## src/common/abu_map.vh

```
// address breakpoint unit: register offsets, field positions and reset values
// assumes a 16-bit cpu address space and an 8-bit register port
//
// Overview of operation
// - request a break when the cpu address equals the 16-bit break address.
// - cpu takes the break as a software interrupt through user or monitor vector.
// - writing one to the active flag causes a break like a match.
// - return from interrupt in the break routine ends the break state.
// - break starts after current instruction; match on last cycle starts at once.
// - both timer counters stay stopped while the break is in effect.
// - watchdog disabled during break only with test voltage on reset pin.
// - flags elsewhere clearable during break only when clear enable bit is one.
// - matching works in wait mode; a break leaving wait sets the wait-exit flag.
// - a break ends stop mode and sets the wait-exit flag.
// - wait-exit flag clears only by writing zero; writing one leaves it.
// - control register: enable bit 7, active bit 6, rest read zero, reset zero.
// - status register: wait-exit bit 1, bit 4 reads one, others zero.
// - address-match breaks only while enable is one; reset clears enable.
// - match sets active flag; software clears it by writing zero.
`ifndef ABU_MAP_VH
`define ABU_MAP_VH

// ****************************************
// register offsets
// ****************************************
`define ABU_OFF_WAIT_STATUS   16'hfe00
`define ABU_OFF_FLAG_CLEAR    16'hfe03
`define ABU_OFF_ADDR_HIGH     16'hfe09
`define ABU_OFF_ADDR_LOW      16'hfe0a
`define ABU_OFF_STATUS_CTRL   16'hfe0b

// ****************************************
// field positions and reset values
// ****************************************
`define ABU_BIT_ENABLE        7
`define ABU_BIT_ACTIVE        6
`define ABU_BIT_CLEAR_EN      7
`define ABU_BIT_WAIT_EXIT     1
`define ABU_BIT_FIXED_ONE     4
`define ABU_RST_BYTE          8'h00
`define ABU_RST_ADDR          16'h0000
`define ABU_ZERO_BYTE         8'h00

// ****************************************
// break sequencer states
// ****************************************
`define ABU_ST_IDLE           2'h0
`define ABU_ST_PEND           2'h1
`define ABU_ST_BREAK          2'h2

`endif

```

## src/rtl/abu_breakpoint.v

```verilog
// address breakpoint unit: registers, break request sequencing, side controls
// assumes the cpu core drives address, boundary and rti strobes on clk
`include "abu_map.vh"

module abu_breakpoint (
    // clock and reset
    input  wire        clk,
    input  wire        resetn,
    // register port
    input  wire [15:0] reg_addr,
    input  wire [7:0]  reg_wdata,
    input  wire        reg_wr,
    input  wire        reg_rd,
    output reg  [7:0]  reg_rdata,
    // cpu core
    input  wire [15:0] cpu_addr,
    input  wire        cpu_addr_valid,
    input  wire        instr_last_cycle,
    input  wire        rti_in_break,
    input  wire        wait_mode,
    input  wire        stop_mode,
    input  wire        monitor_mode,
    output wire        break_req,
    output wire        break_in_progress,
    output wire [15:0] break_vector,
    output wire        stop_exit,
    // system controls
    input  wire        test_voltage_pin,
    output wire        timers_stop,
    output wire        watchdog_disable,
    output wire        flag_clear_allowed
);

    // ****************************************
    // vectors used by the cpu on a break
    // ****************************************
    localparam [15:0] VEC_USER    = 16'hfffc;
    localparam [15:0] VEC_MONITOR = 16'hfefc;

    // ****************************************
    // state
    // ****************************************
    reg        match_enable_reg;
    reg        active_flag_reg;
    reg        wait_exit_flag_reg;
    reg        clear_en_reg;
    reg [7:0]  addr_high_reg;
    reg [7:0]  addr_low_reg;
    reg [1:0]  state_reg;
    reg [1:0]  state_next;
    reg        tst_meta_reg;
    reg        tst_sync_reg;
    wire       addr_hit;
    wire       soft_break;
    wire       break_start;

    // register offset decode, used by read and write paths
    function is_off;
        input [15:0] a;
        input [15:0] off;
        begin
            is_off = (a == off);
        end
    endfunction

    // ****************************************
    // comparator
    // ****************************************
    abu_comparator u_cmp (
        .cpu_addr     (cpu_addr),
        .break_addr   ({addr_high_reg, addr_low_reg}),
        .match_enable (match_enable_reg & cpu_addr_valid),
        .addr_hit     (addr_hit)
    );

    // software writing one to the active bit asks for a break
    assign soft_break = reg_wr && is_off(reg_addr, `ABU_OFF_STATUS_CTRL)
                        && reg_wdata[`ABU_BIT_ACTIVE];

    // ****************************************
    // test-voltage synchroniser, pin is asynchronous
    // ****************************************
    always @(posedge clk or negedge resetn) begin
        if (!resetn) begin
            tst_meta_reg <= 1'b0;
            tst_sync_reg <= 1'b0;
        end else begin
            tst_meta_reg <= test_voltage_pin;
            tst_sync_reg <= tst_meta_reg;
        end
    end

    // ****************************************
    // break sequencer
    // ****************************************
    // a break starts at an instruction boundary; a hit on the last cycle
    // goes straight in, so no extra instruction slips through
    assign break_start = (state_reg != `ABU_ST_BREAK) && (state_next == `ABU_ST_BREAK);

    always @* begin
        state_next = state_reg;
        case (state_reg)
            `ABU_ST_IDLE: begin
                if (addr_hit || soft_break) begin
                    if (instr_last_cycle) begin
                        state_next = `ABU_ST_BREAK;
                    end else begin
                        state_next = `ABU_ST_PEND;
                    end
                end
            end
            `ABU_ST_PEND: begin
                if (instr_last_cycle) begin
                    state_next = `ABU_ST_BREAK;
                end
            end
            `ABU_ST_BREAK: begin
                if (rti_in_break) begin
                    state_next = `ABU_ST_IDLE;
                end
            end
            default: state_next = `ABU_ST_IDLE;
        endcase
    end

    always @(posedge clk or negedge resetn) begin
        if (!resetn) begin
            state_reg <= `ABU_ST_IDLE;
        end else begin
            state_reg <= state_next;
        end
    end

    // request held until the cpu is in the break, so it is never missed
    assign break_req         = (state_reg == `ABU_ST_PEND) || ((state_reg == `ABU_ST_IDLE)
                               && (addr_hit || soft_break));
    assign break_in_progress = (state_reg == `ABU_ST_BREAK);
    assign break_vector      = monitor_mode ? VEC_MONITOR : VEC_USER;
    // a pending break wakes the core from stop
    assign stop_exit         = stop_mode && break_req;

    // ****************************************
    // side controls during the break state
    // ****************************************
    assign timers_stop        = break_in_progress;
    assign watchdog_disable   = break_in_progress && tst_sync_reg;
    assign flag_clear_allowed = !break_in_progress || clear_en_reg;

    // ****************************************
    // register writes and flag updates
    // ****************************************
    // hardware sets win over software clears in the same cycle
    always @(posedge clk or negedge resetn) begin
        if (!resetn) begin
            match_enable_reg   <= 1'b0;
            active_flag_reg    <= 1'b0;
            wait_exit_flag_reg <= 1'b0;
            clear_en_reg       <= 1'b0;
            addr_high_reg      <= `ABU_RST_BYTE;
            addr_low_reg       <= `ABU_RST_BYTE;
        end else begin
            if (reg_wr && is_off(reg_addr, `ABU_OFF_ADDR_HIGH)) begin
                addr_high_reg <= reg_wdata;
            end
            if (reg_wr && is_off(reg_addr, `ABU_OFF_ADDR_LOW)) begin
                addr_low_reg <= reg_wdata;
            end
            if (reg_wr && is_off(reg_addr, `ABU_OFF_FLAG_CLEAR)) begin
                clear_en_reg <= reg_wdata[`ABU_BIT_CLEAR_EN];
            end
            if (reg_wr && is_off(reg_addr, `ABU_OFF_STATUS_CTRL)) begin
                match_enable_reg <= reg_wdata[`ABU_BIT_ENABLE];
            end
            // match or software one sets; writing zero clears
            if (addr_hit || soft_break) begin
                active_flag_reg <= 1'b1;
            end else if (reg_wr && is_off(reg_addr, `ABU_OFF_STATUS_CTRL)
                         && !reg_wdata[`ABU_BIT_ACTIVE]) begin
                active_flag_reg <= 1'b0;
            end
            // break entered from wait or stop marks the exit
            if (break_start && (wait_mode || stop_mode)) begin
                wait_exit_flag_reg <= 1'b1;
            end else if (reg_wr && is_off(reg_addr, `ABU_OFF_WAIT_STATUS)
                         && !reg_wdata[`ABU_BIT_WAIT_EXIT]) begin
                wait_exit_flag_reg <= 1'b0;
            end
        end
    end

    // ****************************************
    // read path, data one cycle after strobe
    // ****************************************
    always @(posedge clk or negedge resetn) begin
        if (!resetn) begin
            reg_rdata <= `ABU_ZERO_BYTE;
        end else if (reg_rd) begin
            reg_rdata <= `ABU_ZERO_BYTE;
            if (is_off(reg_addr, `ABU_OFF_WAIT_STATUS)) begin
                reg_rdata[`ABU_BIT_FIXED_ONE] <= 1'b1;
                reg_rdata[`ABU_BIT_WAIT_EXIT] <= wait_exit_flag_reg;
            end
            if (is_off(reg_addr, `ABU_OFF_FLAG_CLEAR)) begin
                reg_rdata[`ABU_BIT_CLEAR_EN] <= clear_en_reg;
            end
            if (is_off(reg_addr, `ABU_OFF_ADDR_HIGH)) begin
                reg_rdata <= addr_high_reg;
            end
            if (is_off(reg_addr, `ABU_OFF_ADDR_LOW)) begin
                reg_rdata <= addr_low_reg;
            end
            if (is_off(reg_addr, `ABU_OFF_STATUS_CTRL)) begin
                reg_rdata[`ABU_BIT_ENABLE] <= match_enable_reg;
                reg_rdata[`ABU_BIT_ACTIVE] <= active_flag_reg;
            end
        end
    end

endmodule // abu_breakpoint

```

## src/rtl/abu_comparator.v

```verilog
// address breakpoint unit: registered-free 16-bit address comparator
// assumes address and break value are on the same clock as the caller
`include "abu_map.vh"

module abu_comparator (
    // compare operands
    input  wire [15:0] cpu_addr,
    input  wire [15:0] break_addr,
    input  wire        match_enable,
    // result
    output wire        addr_hit
);

    // ****************************************
    // compare
    // ****************************************
    // gated by the enable so a stale address cannot break
    assign addr_hit = match_enable && (cpu_addr == break_addr);

endmodule // abu_comparator

```

## config.mk

```make
export PLATFORM = sky130hd
export DESIGN_NAME = abu_breakpoint
export DESIGN_NICKNAME = d
export VERILOG_FILES = /design/src/rtl/abu_breakpoint.v /design/src/rtl/abu_comparator.v
export VERILOG_INCLUDE_DIRS = /design/src /design/src/common
export SDC_FILE = /design/constraint.sdc
export NUM_CORES = 1
export LEC_CHECK = 0
export BUFFER_PORTS_ARGS = -buffer_cell sky130_fd_sc_hd__buf_2
export CAP_MARGIN = 10
export CORE_MARGIN = 10
export CORE_UTILIZATION = 51
export CTS_CLUSTER_SIZE = 25
export DETAILED_ROUTE_END_ITERATION = 16
export PLACE_DENSITY = 0.85
export SLEW_MARGIN = 20
export SYNTH_ARGS = -nofsm -noshare
export SYNTH_HDL_FRONTEND = slang
export SYNTH_SLANG_ARGS = --single-unit
```

## constraint.sdc

```tcl
create_clock -name clk -period 4.95 [get_ports clk]
set_input_delay 0.2475 -clock clk [delete_from_list [all_inputs] [get_ports clk]]
set_output_delay 0.2475 -clock clk [all_outputs]
set_load 0.02 [all_outputs]
```

* After elaboration in Yosys (flattened, before gate mapping)
Index checks and enable logic that the tools add are counted.
Word-level totals: register bits after elaboration 32, input port bits 51
Operators by class: equal/unequal tests 10, bitwise operators 1, mux-type cells 16, reduce and logical (&&, ||, !) cells 24
Operators with widths (number):
- $eq A16 B16 Y1 const B | 5
- $eq A16 B16 Y1 | 1
- $mux W8 | 2
- $logic_and A1 B1 Y1 | 14
- $mux W2 | 5
- $mux W9 | 1
- $mux W1 | 7
- $pmux W2 S3 | 1
- $eq A2 B2 Y1 const B | 2
- $logic_or A1 B1 Y1 | 4
- $reduce_bool A2 Y1 | 2
- $logic_not A1 Y1 | 3
- $eq A2 B1 Y1 const B | 1
- $logic_not A2 Y1 | 1
- $ne A2 B2 Y1 const B | 1
- $and A1 B1 Y1 | 1

* Logic depth before layout (Yosys ltp)
Gate-level depths: netlist of the first run.
depth in word-level cells 10, gate-level depth with buffers 6, depth with buffers taken out 5

* By module
A second synthesis of the first run with hierarchy kept.
Unflattened totals: cell total of the unflattened synthesis 175, area total of the unflattened synthesis 1858.0 um^2
By module, submodules not included:
- abu_breakpoint | cells each 153, times used 1, area each 1676.6 um^2
- abu_comparator | cells each 22, times used 1, area each 181.4 um^2

* Least setup slack after synthesis of the first run
Ideal clock, no wire load.
path kind input port to flip-flop, start point input port reg_addr[2], end point register addr_high_reg[0], library setup time 0.125 ns, required time 4.825 ns, stages on the path 5, arrival time 2.240 ns, path slack 2.584 ns, buffers on the path 0, cell sequence or4_4 -> or4_4 -> or3b_4 -> nor2_8 -> mux2_4
On the way: word-level cells in the longest chain between the ends 2
Ends and longest elaborated chain:
- start: declaration | RTL line abu_breakpoint.v:10 | input wire [15:0] reg_addr,
- $eq A16 B16 Y1 | RTL line abu_breakpoint.v:62 | is_off = (a == off);
- $logic_and A1 B1 Y1 | RTL line abu_breakpoint.v:162 | if (reg_wr && is_off(reg_addr, `ABU_OFF_ADDR_HIGH)) begin
- end signal: assignment | RTL line abu_breakpoint.v:159 | addr_high_reg <= `ABU_RST_BYTE;
- end signal: assignment | RTL line abu_breakpoint.v:163 | addr_high_reg <= reg_wdata;
- end: declaration | RTL line abu_breakpoint.v:47 | reg [7:0] addr_high_reg;
No other way between the ends. A chain may end at the register's enable or synchronous reset.

* Worst setup path after layout of the first run
start point input port reg_addr[2], end point output port stop_exit
On the way: word-level cells in the longest chain between the ends 7
Ends and longest elaborated chain:
- $eq A16 B16 Y1 | RTL line abu_breakpoint.v:62
- $logic_and A1 B1 Y1 (2 in a row) | RTL line abu_breakpoint.v:77 | assign soft_break = reg_wr && is_off(reg_addr, `ABU_OFF_STATUS_CTRL)
- $logic_or A1 B1 Y1 | RTL line abu_breakpoint.v:136 | && (addr_hit || soft_break));
- $logic_and A1 B1 Y1 | RTL line abu_breakpoint.v:135 | assign break_req = (state_reg == `ABU_ST_PEND) || ((state_reg == `ABU_ST_IDLE)
- $logic_or A1 B1 Y1 | RTL line abu_breakpoint.v:135
- $logic_and A1 B1 Y1 | RTL line abu_breakpoint.v:140 | assign stop_exit = stop_mode && break_req;
- end: declaration | RTL line abu_breakpoint.v:26 | output wire stop_exit,
No other way between the ends.

==> flow_summary.yaml, run 1 <==
status:
  outcome: "finished, final reports clean"
routing:
  drc_errors: 0
  vias: 1422
  wirelength_um: 4500
  wl_per_cell_um: 16.2
  drtAntennaViolNets: 0
  firstDrtPassIters: 4
  viasPerCell: 5.13
  drt-initial-drc-count: 70
global_routing:
  use_met2: 0.246
  grt_pass1_vias: 1593
  use_met1: 0.154
  antenna_found_initial: 0
  busiest_layer: "met2"
  grt_max_degree: 33
  grt_pass1_wl_um: 7400
  grt_use_total: 0.145
  overflow: 0
  met3_usage: 0.0755
synth:
  yosysSeqAreaShare: 0.442
  ys_types: 34
  netlist_top_cells_count: "32 x dfrtp_1, 16 x buf_4, 16 x xnor2_1, 10 x mux2_2"
  ys_async_sr_fraction: 1.00
  syn_inst: 163
  ys_top_cells_by_area: "dfrtp_1 44%, xnor2_1 7.7%, buf_4 6.6%, mux2_4 6.6%, mux2_2 6.2%"
  synth_top_area_frac: 0.442
  synth_area_um2: 1810
  synth_top_area_cell: "dfrtp_1"
  yosysWarnings: 0
  synth_flop_cell: "dfrtp_1"
  syn_area_per_cell_um2: 11.1
  ys_ff_latch: 32
  synth_edf_count: 0
  post-synth-top-count-cell: "dfrtp_1"
place:
  io_buffers: 65
  place_inst: 268
  gp_congestion: 0.805
  dp_hpwl_um: 3670
  post_dp_cell_area_um2: 2110
clocking:
  clock_path_buffers: 2
  numCtsBuffers: 5
  clock_latency_ns: 0.33
  cts_max_level: 2
  clk_root_buffer_cell: "clkbuf_4"
  cts-resized-gates: 0
  clock-sinks: 32
  path_clk_slew_ns: 0.09
  cts_tree: "built"
power:
  p_sw_uw: 127
  cellLeakagePower_uw: 0.00111
  netSwitchingFraction: 0.264
  ir_drop_v: 0.000155
  pwr-share-seq: 0.545
  internal_power_uw: 355
  clockPowerShare: 0.329
  combPwrFrac: 0.126
  power_density_nw_per_um2: 221
setup_path:
  rr_endpoint: "state_reg[1]"
  worstPathMaxFanout: 5
  arrival_ns: 2.32
  worstSetupStartpointType: "input port"
  r2r_setup_slack_ns: 3.29
  path_class: "input port to output port"
  r2r_cells: 5
  worst_r2r_startpoint: "addr_low_reg[3]"
  cp.required_ns: 4.70
  cp-end-kind: "output port"
sta:
  fmax_mhz: 389
  fin_setup_tns_ns: 0
  hold_ws_ns: 0.0194
  layout_min_cycle_time_ns: 2.57
  max_slew.worst_pin.slew_ns: 0.679
  slew-limit-headroom: 0.548
  slew_violations: 0
  clock_skew_ns: 0.00598
  finalSetupViolations: 0
  grt_setup_unrepaired: "no"
  hold_violations: 0
  timing.final.crit_share: 0.519
floorplan:
  die-width_um: 79.6
  dieHeight_um: 79.6
  design.core.area_um2: 3390
  num_rows: 21
  die-area_um2: 6340
  start_util: 0.535
  io_pins: 81
cells_and_area:
  nFillCells: 281
  n_antenna_cell: 0
  drive_gt1_frac: 0.416
  nNetsFinal: 281
  area_growth_pct: 20.5
  final_area_um2: 2180
  stdcell_count: 277
min_path:
  min-delay-start: "test_voltage_pin"
  hp-class: "input port to flop"
  whs_endpoint: "tst_meta_reg"
  hold-path-cell-count: 1
job:
  drv_cap: 0
## per-stage QoR
| step | setup slack, ns | utilization | power, µW |
|---|---|---|---|
| 3_5_place_dp | 2.39 | 0.623 | 327 |
| 2_1_floorplan | 2.58 | - | 305 |
| 3_3_place_gp | 2.42 | 0.623 | 325 |
| 5_1_grt | 2.29 | 0.644 | 507 |
| 4_1_cts | 2.37 | 0.644 | 484 |
| 6_report | 2.38 | 0.644 | 482 |
## worst max path at each step
stage / start / end / slack [ns]
2_1_floorplan: reg_addr[2] / addr_high_reg[0] / 2.58
3_3_place_gp: reg_addr[2] / addr_high_reg[6] / 2.42
3_5_place_dp: reg_addr[2] / addr_low_reg[5] / 2.39
4_1_cts: reg_addr[2] / stop_exit / 2.37
5_1_grt: reg_addr[2] / stop_exit / 2.29
6_report: reg_addr[2] / stop_exit / 2.38
## metal layers
layer | share of wire | vias to the layer above
met5 | 0 | -
li1 | - | 684
met2 | 0.49 | 56
met4 | 0.0089 | 0
met3 | 0.10 | 6
met1 | 0.39 | 676
## logic make-up (layout without fill, tap and decap cells)
kind of cell,count (synthesis),in the layout,share of synthesized area
other,2,15,0.00415
flip-flops,32,32,0.442
AND/OR/NAND/NOR,40,40,0.141
multiplexers,20,20,0.140
buffers and inverters,28,83,0.0919
AO/OA/AOI/OAI,25,25,0.104
XOR/XNOR,16,16,0.0773
## critical path: stages
cell,delay (ns)
buf_2,0.10
or4_4,0.52
or4_4,0.58
nor4_1,0.40
a221oi_1,0.18
nor2_1,0.13
buf_2,0.17
## placed cells by master (no fill, tap or decap), types with 2 or more instances in the layout
| cell | instances |
|---|---|
| buf_2 | 65 |
| dfrtp_1 | 32 |
| xnor2_1 | 16 |
| conb_1 | 15 |
| mux2_2 | 10 |
| inv_1 | 9 |
| nor2_1 | 9 |
| mux2_4 | 8 |
| nand2_1 | 6 |
| nand3_1 | 5 |
| nand4_1 | 5 |
| o21ai_0 | 5 |
| o2bb2ai_1 | 5 |
| a22oi_1 | 5 |
| clkbuf_4 | 5 |
| a22o_1 | 4 |
| nor3_1 | 2 |
| or4_4 | 2 |
| nor4_1 | 2 |
| or3_1 | 2 |
| mux2i_1 | 2 |
| a21oi_1 | 2 |
## power groups by stage
stage / Clock (µW) / Sequential, µW / Combinational, µW
after detailed placement: 0 / 267 / 59.2
after CTS: 161 / 262 / 60.3
after global placement: 0 / 267 / 57.9
after global routing: 177 / 263 / 67.2
final: 159 / 262 / 60.7
after floorplan: 0 / 267 / 37.7
## cell type report
cell class                 count  area [µm²]  share of cell area
clock inverter                 1        7.51             0.00344
tap                           46        57.6              0.0264
clock buffer                   7        55.1              0.0252
multi-input combinational    116         893               0.409
sequential                    32         801               0.367
inverter                       9        33.8              0.0155
timing repair buffer          66         335               0.154
## what timing repair did
item	4_1_cts	5_1_grt
setup buffers	0	0
hold buffers	1	0
endpoints found under the hold margin	32	0
Power figures use the tool's default switching activity.
==> inputs of run 2 (changes only) <==
--- a/config.mk
+++ b/config.mk
@@ -9,10 +9,10 @@
 export BUFFER_PORTS_ARGS = -buffer_cell sky130_fd_sc_hd__buf_2
 export CAP_MARGIN = 10
 export CORE_MARGIN = 10
-export CORE_UTILIZATION = 51
+export CORE_UTILIZATION = 47
 export CTS_CLUSTER_SIZE = 25
 export DETAILED_ROUTE_END_ITERATION = 16
-export PLACE_DENSITY = 0.85
+export PLACE_DENSITY = 0.79
 export SLEW_MARGIN = 20
 export SYNTH_ARGS = -nofsm -noshare
 export SYNTH_HDL_FRONTEND = slang
==> constraint.sdc (replaced) <==
create_clock -name clk -period 2.5 [get_ports clk]
set_input_delay 0.125 -clock clk [delete_from_list [all_inputs] [get_ports clk]]
set_output_delay 0.125 -clock clk [all_outputs]
set_load 0.02 [all_outputs]
==> run 2 against run 1 <==
Compared with the run above: sequential power increased by 98%; total power is 120% higher; worst setup slack got worse by 2.1 ns; sequential share of layout area shrank 0.84 points; cell count rose by 1.4%; critical path type unchanged; largest cell class unchanged.
==> flow_summary.yaml, run 2 (same netlist as run 1, synthesis figures left out) <==
clocking:
  clock-sinks: 32
  cts-resized-gates: 0
  clock_path_buffers: 2
  cts_setup_buffers: 0
  hold_buffers: 2
  cts_tree: "built"
  clock_latency_ns: 0.28
  clk_root_buffer_cell: "clkbuf_8"
  cts_max_level: 2
  path_clk_slew_ns: 0.06
  numCtsBuffers: 5
cells_and_area:
  area_growth_pct: 23.3
  nNetsFinal: 283
  final_common_cell: "buf_2"
  nFillCells: 309
  utilization: 0.606
  n_antenna_cell: 0
  mostFrequentLayoutCells: "65 x buf_2, 32 x dfrtp_1, 16 x xnor2_1"
  drive_gt1_frac: 0.416
floorplan:
  dieHeight_um: 82.1
  start_util: 0.491
  design.core.area_um2: 3690
  die-width_um: 82.1
  num_rows: 22
  die-area_um2: 6740
  io_pins: 81
power:
  ir_drop_v: 0.000335
  combPwrFrac: 0.113
  cellLeakagePower_uw: 0.00113
  clockPowerShare: 0.390
  netSwitchingFraction: 0.246
  power_density_nw_per_um2: 469
  internal_power_uw: 789
  pwr-share-seq: 0.497
  p_sw_uw: 258
sta:
  slew_violations: 0
  clock_skew_ns: 0.00301
  layout_min_cycle_time_ns: 2.22
  max_slew.worst_pin.slew_ns: 0.694
  slew-limit-headroom: 0.537
  grt_setup_unrepaired: "no"
  hold_ws_ns: 0.0111
  finalSetupViolations: 0
  hold_violations: 0
  fmax_mhz: 451
  timing.final.crit_share: 0.887
  fin_setup_tns_ns: 0
global_routing:
  grt_max_degree: 33
  grt_pass1_wl_um: 6590
  antenna_found_initial: 0
  grt_pass1_vias: 1411
  grt_use_total: 0.129
  overflow: 0
setup_path:
  cp.depth: 7
  path_buf_inv: 2
  worstPathMaxFanout: 5
  worstSetupStartpointType: "input port"
  critical_path.max_stage_delay_ns: 0.57
  rr_endpoint: "state_reg[1]"
  r2r_setup_slack_ns: 0.89
  worst_path_max_delay_cell: "or4_4"
  path_cells: "buf_2 > or4_4 > or4_4 > nor4_1 > a221oi_1 > nor2_1 > buf_2"
  r2r_cells: 5
  arrival_ns: 2.09
  path_class: "input port to output port"
  cp-end-kind: "output port"
  worst_r2r_startpoint: "addr_low_reg[3]"
  crit_family: "simple AND/OR/NAND/NOR gates"
  cp.required_ns: 2.38
place:
  gp_congestion: 0.817
  io_buffers: 65
  dp_hpwl_um: 3540
routing:
  drtAntennaViolNets: 0
  drt-initial-drc-count: 81
  drc_errors: 0
  wl_per_cell_um: 15.2
  wirelength_um: 4280
  viasPerCell: 4.91
  firstDrtPassIters: 4
  vias: 1379
min_path:
  hold-path-cell-count: 2
  min-delay-start: "instr_last_cycle"
  whs_endpoint: "state_reg[0]"
  hp-class: "input port to flop"
job:
  drv_cap: 0
status:
  outcome: "finished, final reports clean"
[run 2: how the worst max path moves through the flow]
stage	start	end
2_1_floorplan	reg_addr[2]	addr_high_reg[0]
3_3_place_gp	reg_addr[2]	addr_high_reg[5]
3_5_place_dp	reg_addr[2]	addr_high_reg[6]
4_1_cts	reg_addr[2]	stop_exit
5_1_grt	reg_addr[2]	stop_exit
6_report	reg_addr[2]	stop_exit
[run 2: worst reg2reg max path, stage by stage, from the launching register on]
cell	delay, ns
dfrtp_1	0.41
xnor2_1	0.15
nand4_1	0.12
nor3_1	0.07
a221oi_1	0.53
o32ai_1	0.18
[run 2: routing by layer]
metal / GRT usage / wire (µm) / up-vias
met2: 0.194 / 2010 / 54
met3: 0.0611 / 510 / 5
met1: 0.156 / 1700 / 630
met5: 0 / 0 / -
met4: 0.0510 / 60 / 0
li1: - / - / 690
[run 2: power groups by stage]
stage               Sequential [µW]  Clock [µW]  Combinational, µW
detailed placement              530           0                117
floorplan                       530           0               74.7
global placement                529           0                115
global route                    519         453                133
CTS                             520         421                119
finish                          520         408                119
[run 2: cell type report]
type / instances / area (µm²) / area share
Multi-Input combinational cell: 116 / 893 / 0.400
Sequential cell: 32 / 801 / 0.358
Timing Repair Buffer: 68 / 353 / 0.158
Clock buffer: 7 / 86.3 / 0.0386
Tap cell: 48 / 60.1 / 0.0269
Inverter: 9 / 33.8 / 0.0151
Clock inverter: 1 / 7.51 / 0.00336
[run 2: stage by stage]
step / cell area (µm²) / total power [µW] / std cells / setup WS (ns)
2_1_floorplan: 1860 / 604 / 176 / 0.257
3_3_place_gp: 2120 / 645 / 271 / 0.0991
3_5_place_dp: 2120 / 646 / 271 / 0.0828
4_1_cts: 2230 / 1060 / 281 / 0.289
5_1_grt: 2230 / 1110 / 281 / 0.207
6_report: 2230 / 1050 / 281 / 0.283
==> inputs of run 3 (changes only) <==
--- a/config.mk
+++ b/config.mk
@@ -8,11 +8,12 @@
 export LEC_CHECK = 0
 export BUFFER_PORTS_ARGS = -buffer_cell sky130_fd_sc_hd__buf_2
 export CAP_MARGIN = 10
+export CORE_ASPECT_RATIO = 1.2
 export CORE_MARGIN = 10
-export CORE_UTILIZATION = 47
+export CORE_UTILIZATION = 42
 export CTS_CLUSTER_SIZE = 25
 export DETAILED_ROUTE_END_ITERATION = 16
-export PLACE_DENSITY = 0.79
+export PLACE_DENSITY = 0.74
 export SLEW_MARGIN = 20
 export SYNTH_ARGS = -nofsm -noshare
 export SYNTH_HDL_FRONTEND = slang
==> constraint.sdc (replaced) <==
create_clock -name clk -period 1.95 [get_ports clk]
set_input_delay 0.0975 -clock clk [delete_from_list [all_inputs] [get_ports clk]]
set_output_delay 0.0975 -clock clk [all_outputs]
set_load 0.02 [all_outputs]
==> run 3 against run 2 <==
Compared with the run above: the flow now finishes with violations (negative setup slack); count of clock-buffer cells in the layout fell by 2; critical path type is now input port to flop; utilization down 4.3 points; flip-flop and latch count did not move; first-iteration DRC count decreased by 33%; clock power up 17%; final area up 6.4%; register-to-register slack got worse by 0.65 ns; non-clock buffer count grew 6; die area increased by 9.1%; routed wire length grew 13%; largest power group unchanged.
==> flow_summary.yaml, run 3 (same netlist as run 1, synthesis figures left out) <==
global_routing:
  antenna_found_initial: 0
  grt_pass1_vias: 1658
  grt_max_degree: 33
  grt_use_total: 0.134
  grt_pass1_wl_um: 7910
  overflow: 0
power:
  pwr-share-seq: 0.509
  report.power.total_uw: 1310
  internal_power_uw: 971
  combPwrFrac: 0.126
  clockPowerShare: 0.365
  ir_drop_v: 0.000482
  cellLeakagePower_uw: 0.00118
  netSwitchingFraction: 0.258
  power_density_nw_per_um2: 550
  p_sw_uw: 338
setup_path:
  path_class: "input port to flop"
  worstPathMaxFanout: 8
  worstSetupStartpointType: "input port"
  arrival_ns: 2.28
  cp.required_ns: 2.11
  r2r_cells: 6
  cp-end-kind: "flop"
routing:
  wl_per_cell_um: 16.4
  wirelength_um: 4830
  viasPerCell: 4.99
  drt-initial-drc-count: 54
  top_layer: "met4"
  vias: 1467
  drtAntennaViolNets: 0
  met1_length_um: 1830
  met3_length_um: 540
  met2WireLength_um: 2430
  firstDrtPassIters: 4
  drc_errors: 0
cells_and_area:
  area_growth_pct: 31.3
  nFillCells: 387
  drive_gt1_frac: 0.441
  nNetsFinal: 289
  mostFrequentLayoutCells: "62 x buf_2, 32 x dfrtp_1, 16 x xnor2_1"
  final_common_cell: "buf_2"
  n_antenna_cell: 0
clocking:
  clock_path_buffers: 2
  clk_root_buffer_cell: "clkbuf_8"
  clock-sinks: 32
  clock_latency_ns: 0.28
  cts_tree: "built"
  path_clk_slew_ns: 0.07
  numCtsBuffers: 5
  cts_max_level: 2
place:
  io_buffers: 65
  gp_congestion: 0.843
  dp_hpwl_um: 3810
floorplan:
  die-width_um: 80.0
  design.core.area_um2: 4230
  io_pins: 81
  dieHeight_um: 91.9
  start_util: 0.428
  num_rows: 26
  die-area_um2: 7350
sta:
  timing.final.crit_share: 1.08
  finalSetupViolations: 19
  fmax_mhz: 473
  max_slew.worst_pin.slew_ns: 0.696
  layout_min_cycle_time_ns: 2.11
  grt_setup_unrepaired: "yes"
  slew-limit-headroom: 0.536
  hold_violations: 0
  setup_slack_ns: -0.163
  hold_ws_ns: 0.0678
  clock_skew_ns: 0.00438
  slew_violations: 0
status:
  violations: "negative setup slack"
  outcome: "finished, violations left"
min_path:
  hold-path-cell-count: 2
  hp-class: "input port to flop"
job:
  drv_cap: 0
## run 3: changes by cell type in the layout (fill, tap and decap cells not counted), sizes merged
cell / before / now
dlygate4sd3: 2 / 4
buf: 66 / 70
clkbuf: 7 / 5
clkinv: 0 / 1
## run 3: what timing repair did
item	in CTS	in global routing
buffers inserted	1	0
cloned	0	0
pin swaps	3	0
setup endpoints to repair	19	21
gates resized for setup	10	1
hold buffers	4	0
endpoints found under the hold margin	35	0
## run 3: metrics by stage
stage	area, µm²	worst slack (ns)	setup TNS, ns	util	std cells
after CTS	2370	-0.146	-1.46	0.561	294
after floorplan	1880	-0.266	-3.98	-	176
after global placement	2190	-0.391	-7.62	0.517	282
after detailed placement	2190	-0.418	-8.11	0.517	282
after global routing	2380	-0.204	-2.22	0.562	294
final	2380	-0.163	-1.73	0.562	294
## run 3: critical path, cell delays in order
cell and delay [ns]:
buf_6 0.09, or4_4 0.53, or4_4 0.59, or3b_4 0.44
nor2_8 0.21, mux2_4 0.32
## run 3: area by class of cell
class / instances / area, µm² / area share
clock buffer: 5 / 68.8 / 0.0289
timing repair buffer: 74 / 438 / 0.184
sequential: 32 / 801 / 0.337
inverter: 9 / 33.8 / 0.0142
clock inverter: 2 / 12.5 / 0.00526
multi-input combinational: 116 / 955 / 0.401
tap: 56 / 70.1 / 0.0295
## run 3: worst paths after layout
kind                            startpoint                to  slack (ns)
max in group asynchronous           resetn  addr_high_reg[3]        1.11
min reg2reg                   tst_meta_reg      tst_sync_reg        0.36
max                            reg_addr[2]  addr_high_reg[3]       -0.16
min in group asynchronous           resetn   addr_low_reg[0]        0.40
max reg2reg                addr_low_reg[3]      state_reg[1]        0.24
min                           reg_wdata[3]   addr_low_reg[3]        0.07
## run 3: layer usage
| layer | vias up | track usage |
|---|---|---|
| li1 | 699 | - |
| met1 | 706 | 0.133 |
| met2 | 57 | 0.233 |
| met3 | 5 | 0.0674 |
| met4 | 0 | 0.0456 |
| met5 | - | 0 |
## run 3: power groups by stage
stage / clock network, µW / registers, µW / logic [µW]
after floorplan: 0 / 679 / 96.3
after detailed placement: 0 / 679 / 155
after global placement: 0 / 679 / 153
after global routing: 521 / 666 / 184
after CTS: 492 / 667 / 165
final: 477 / 667 / 165
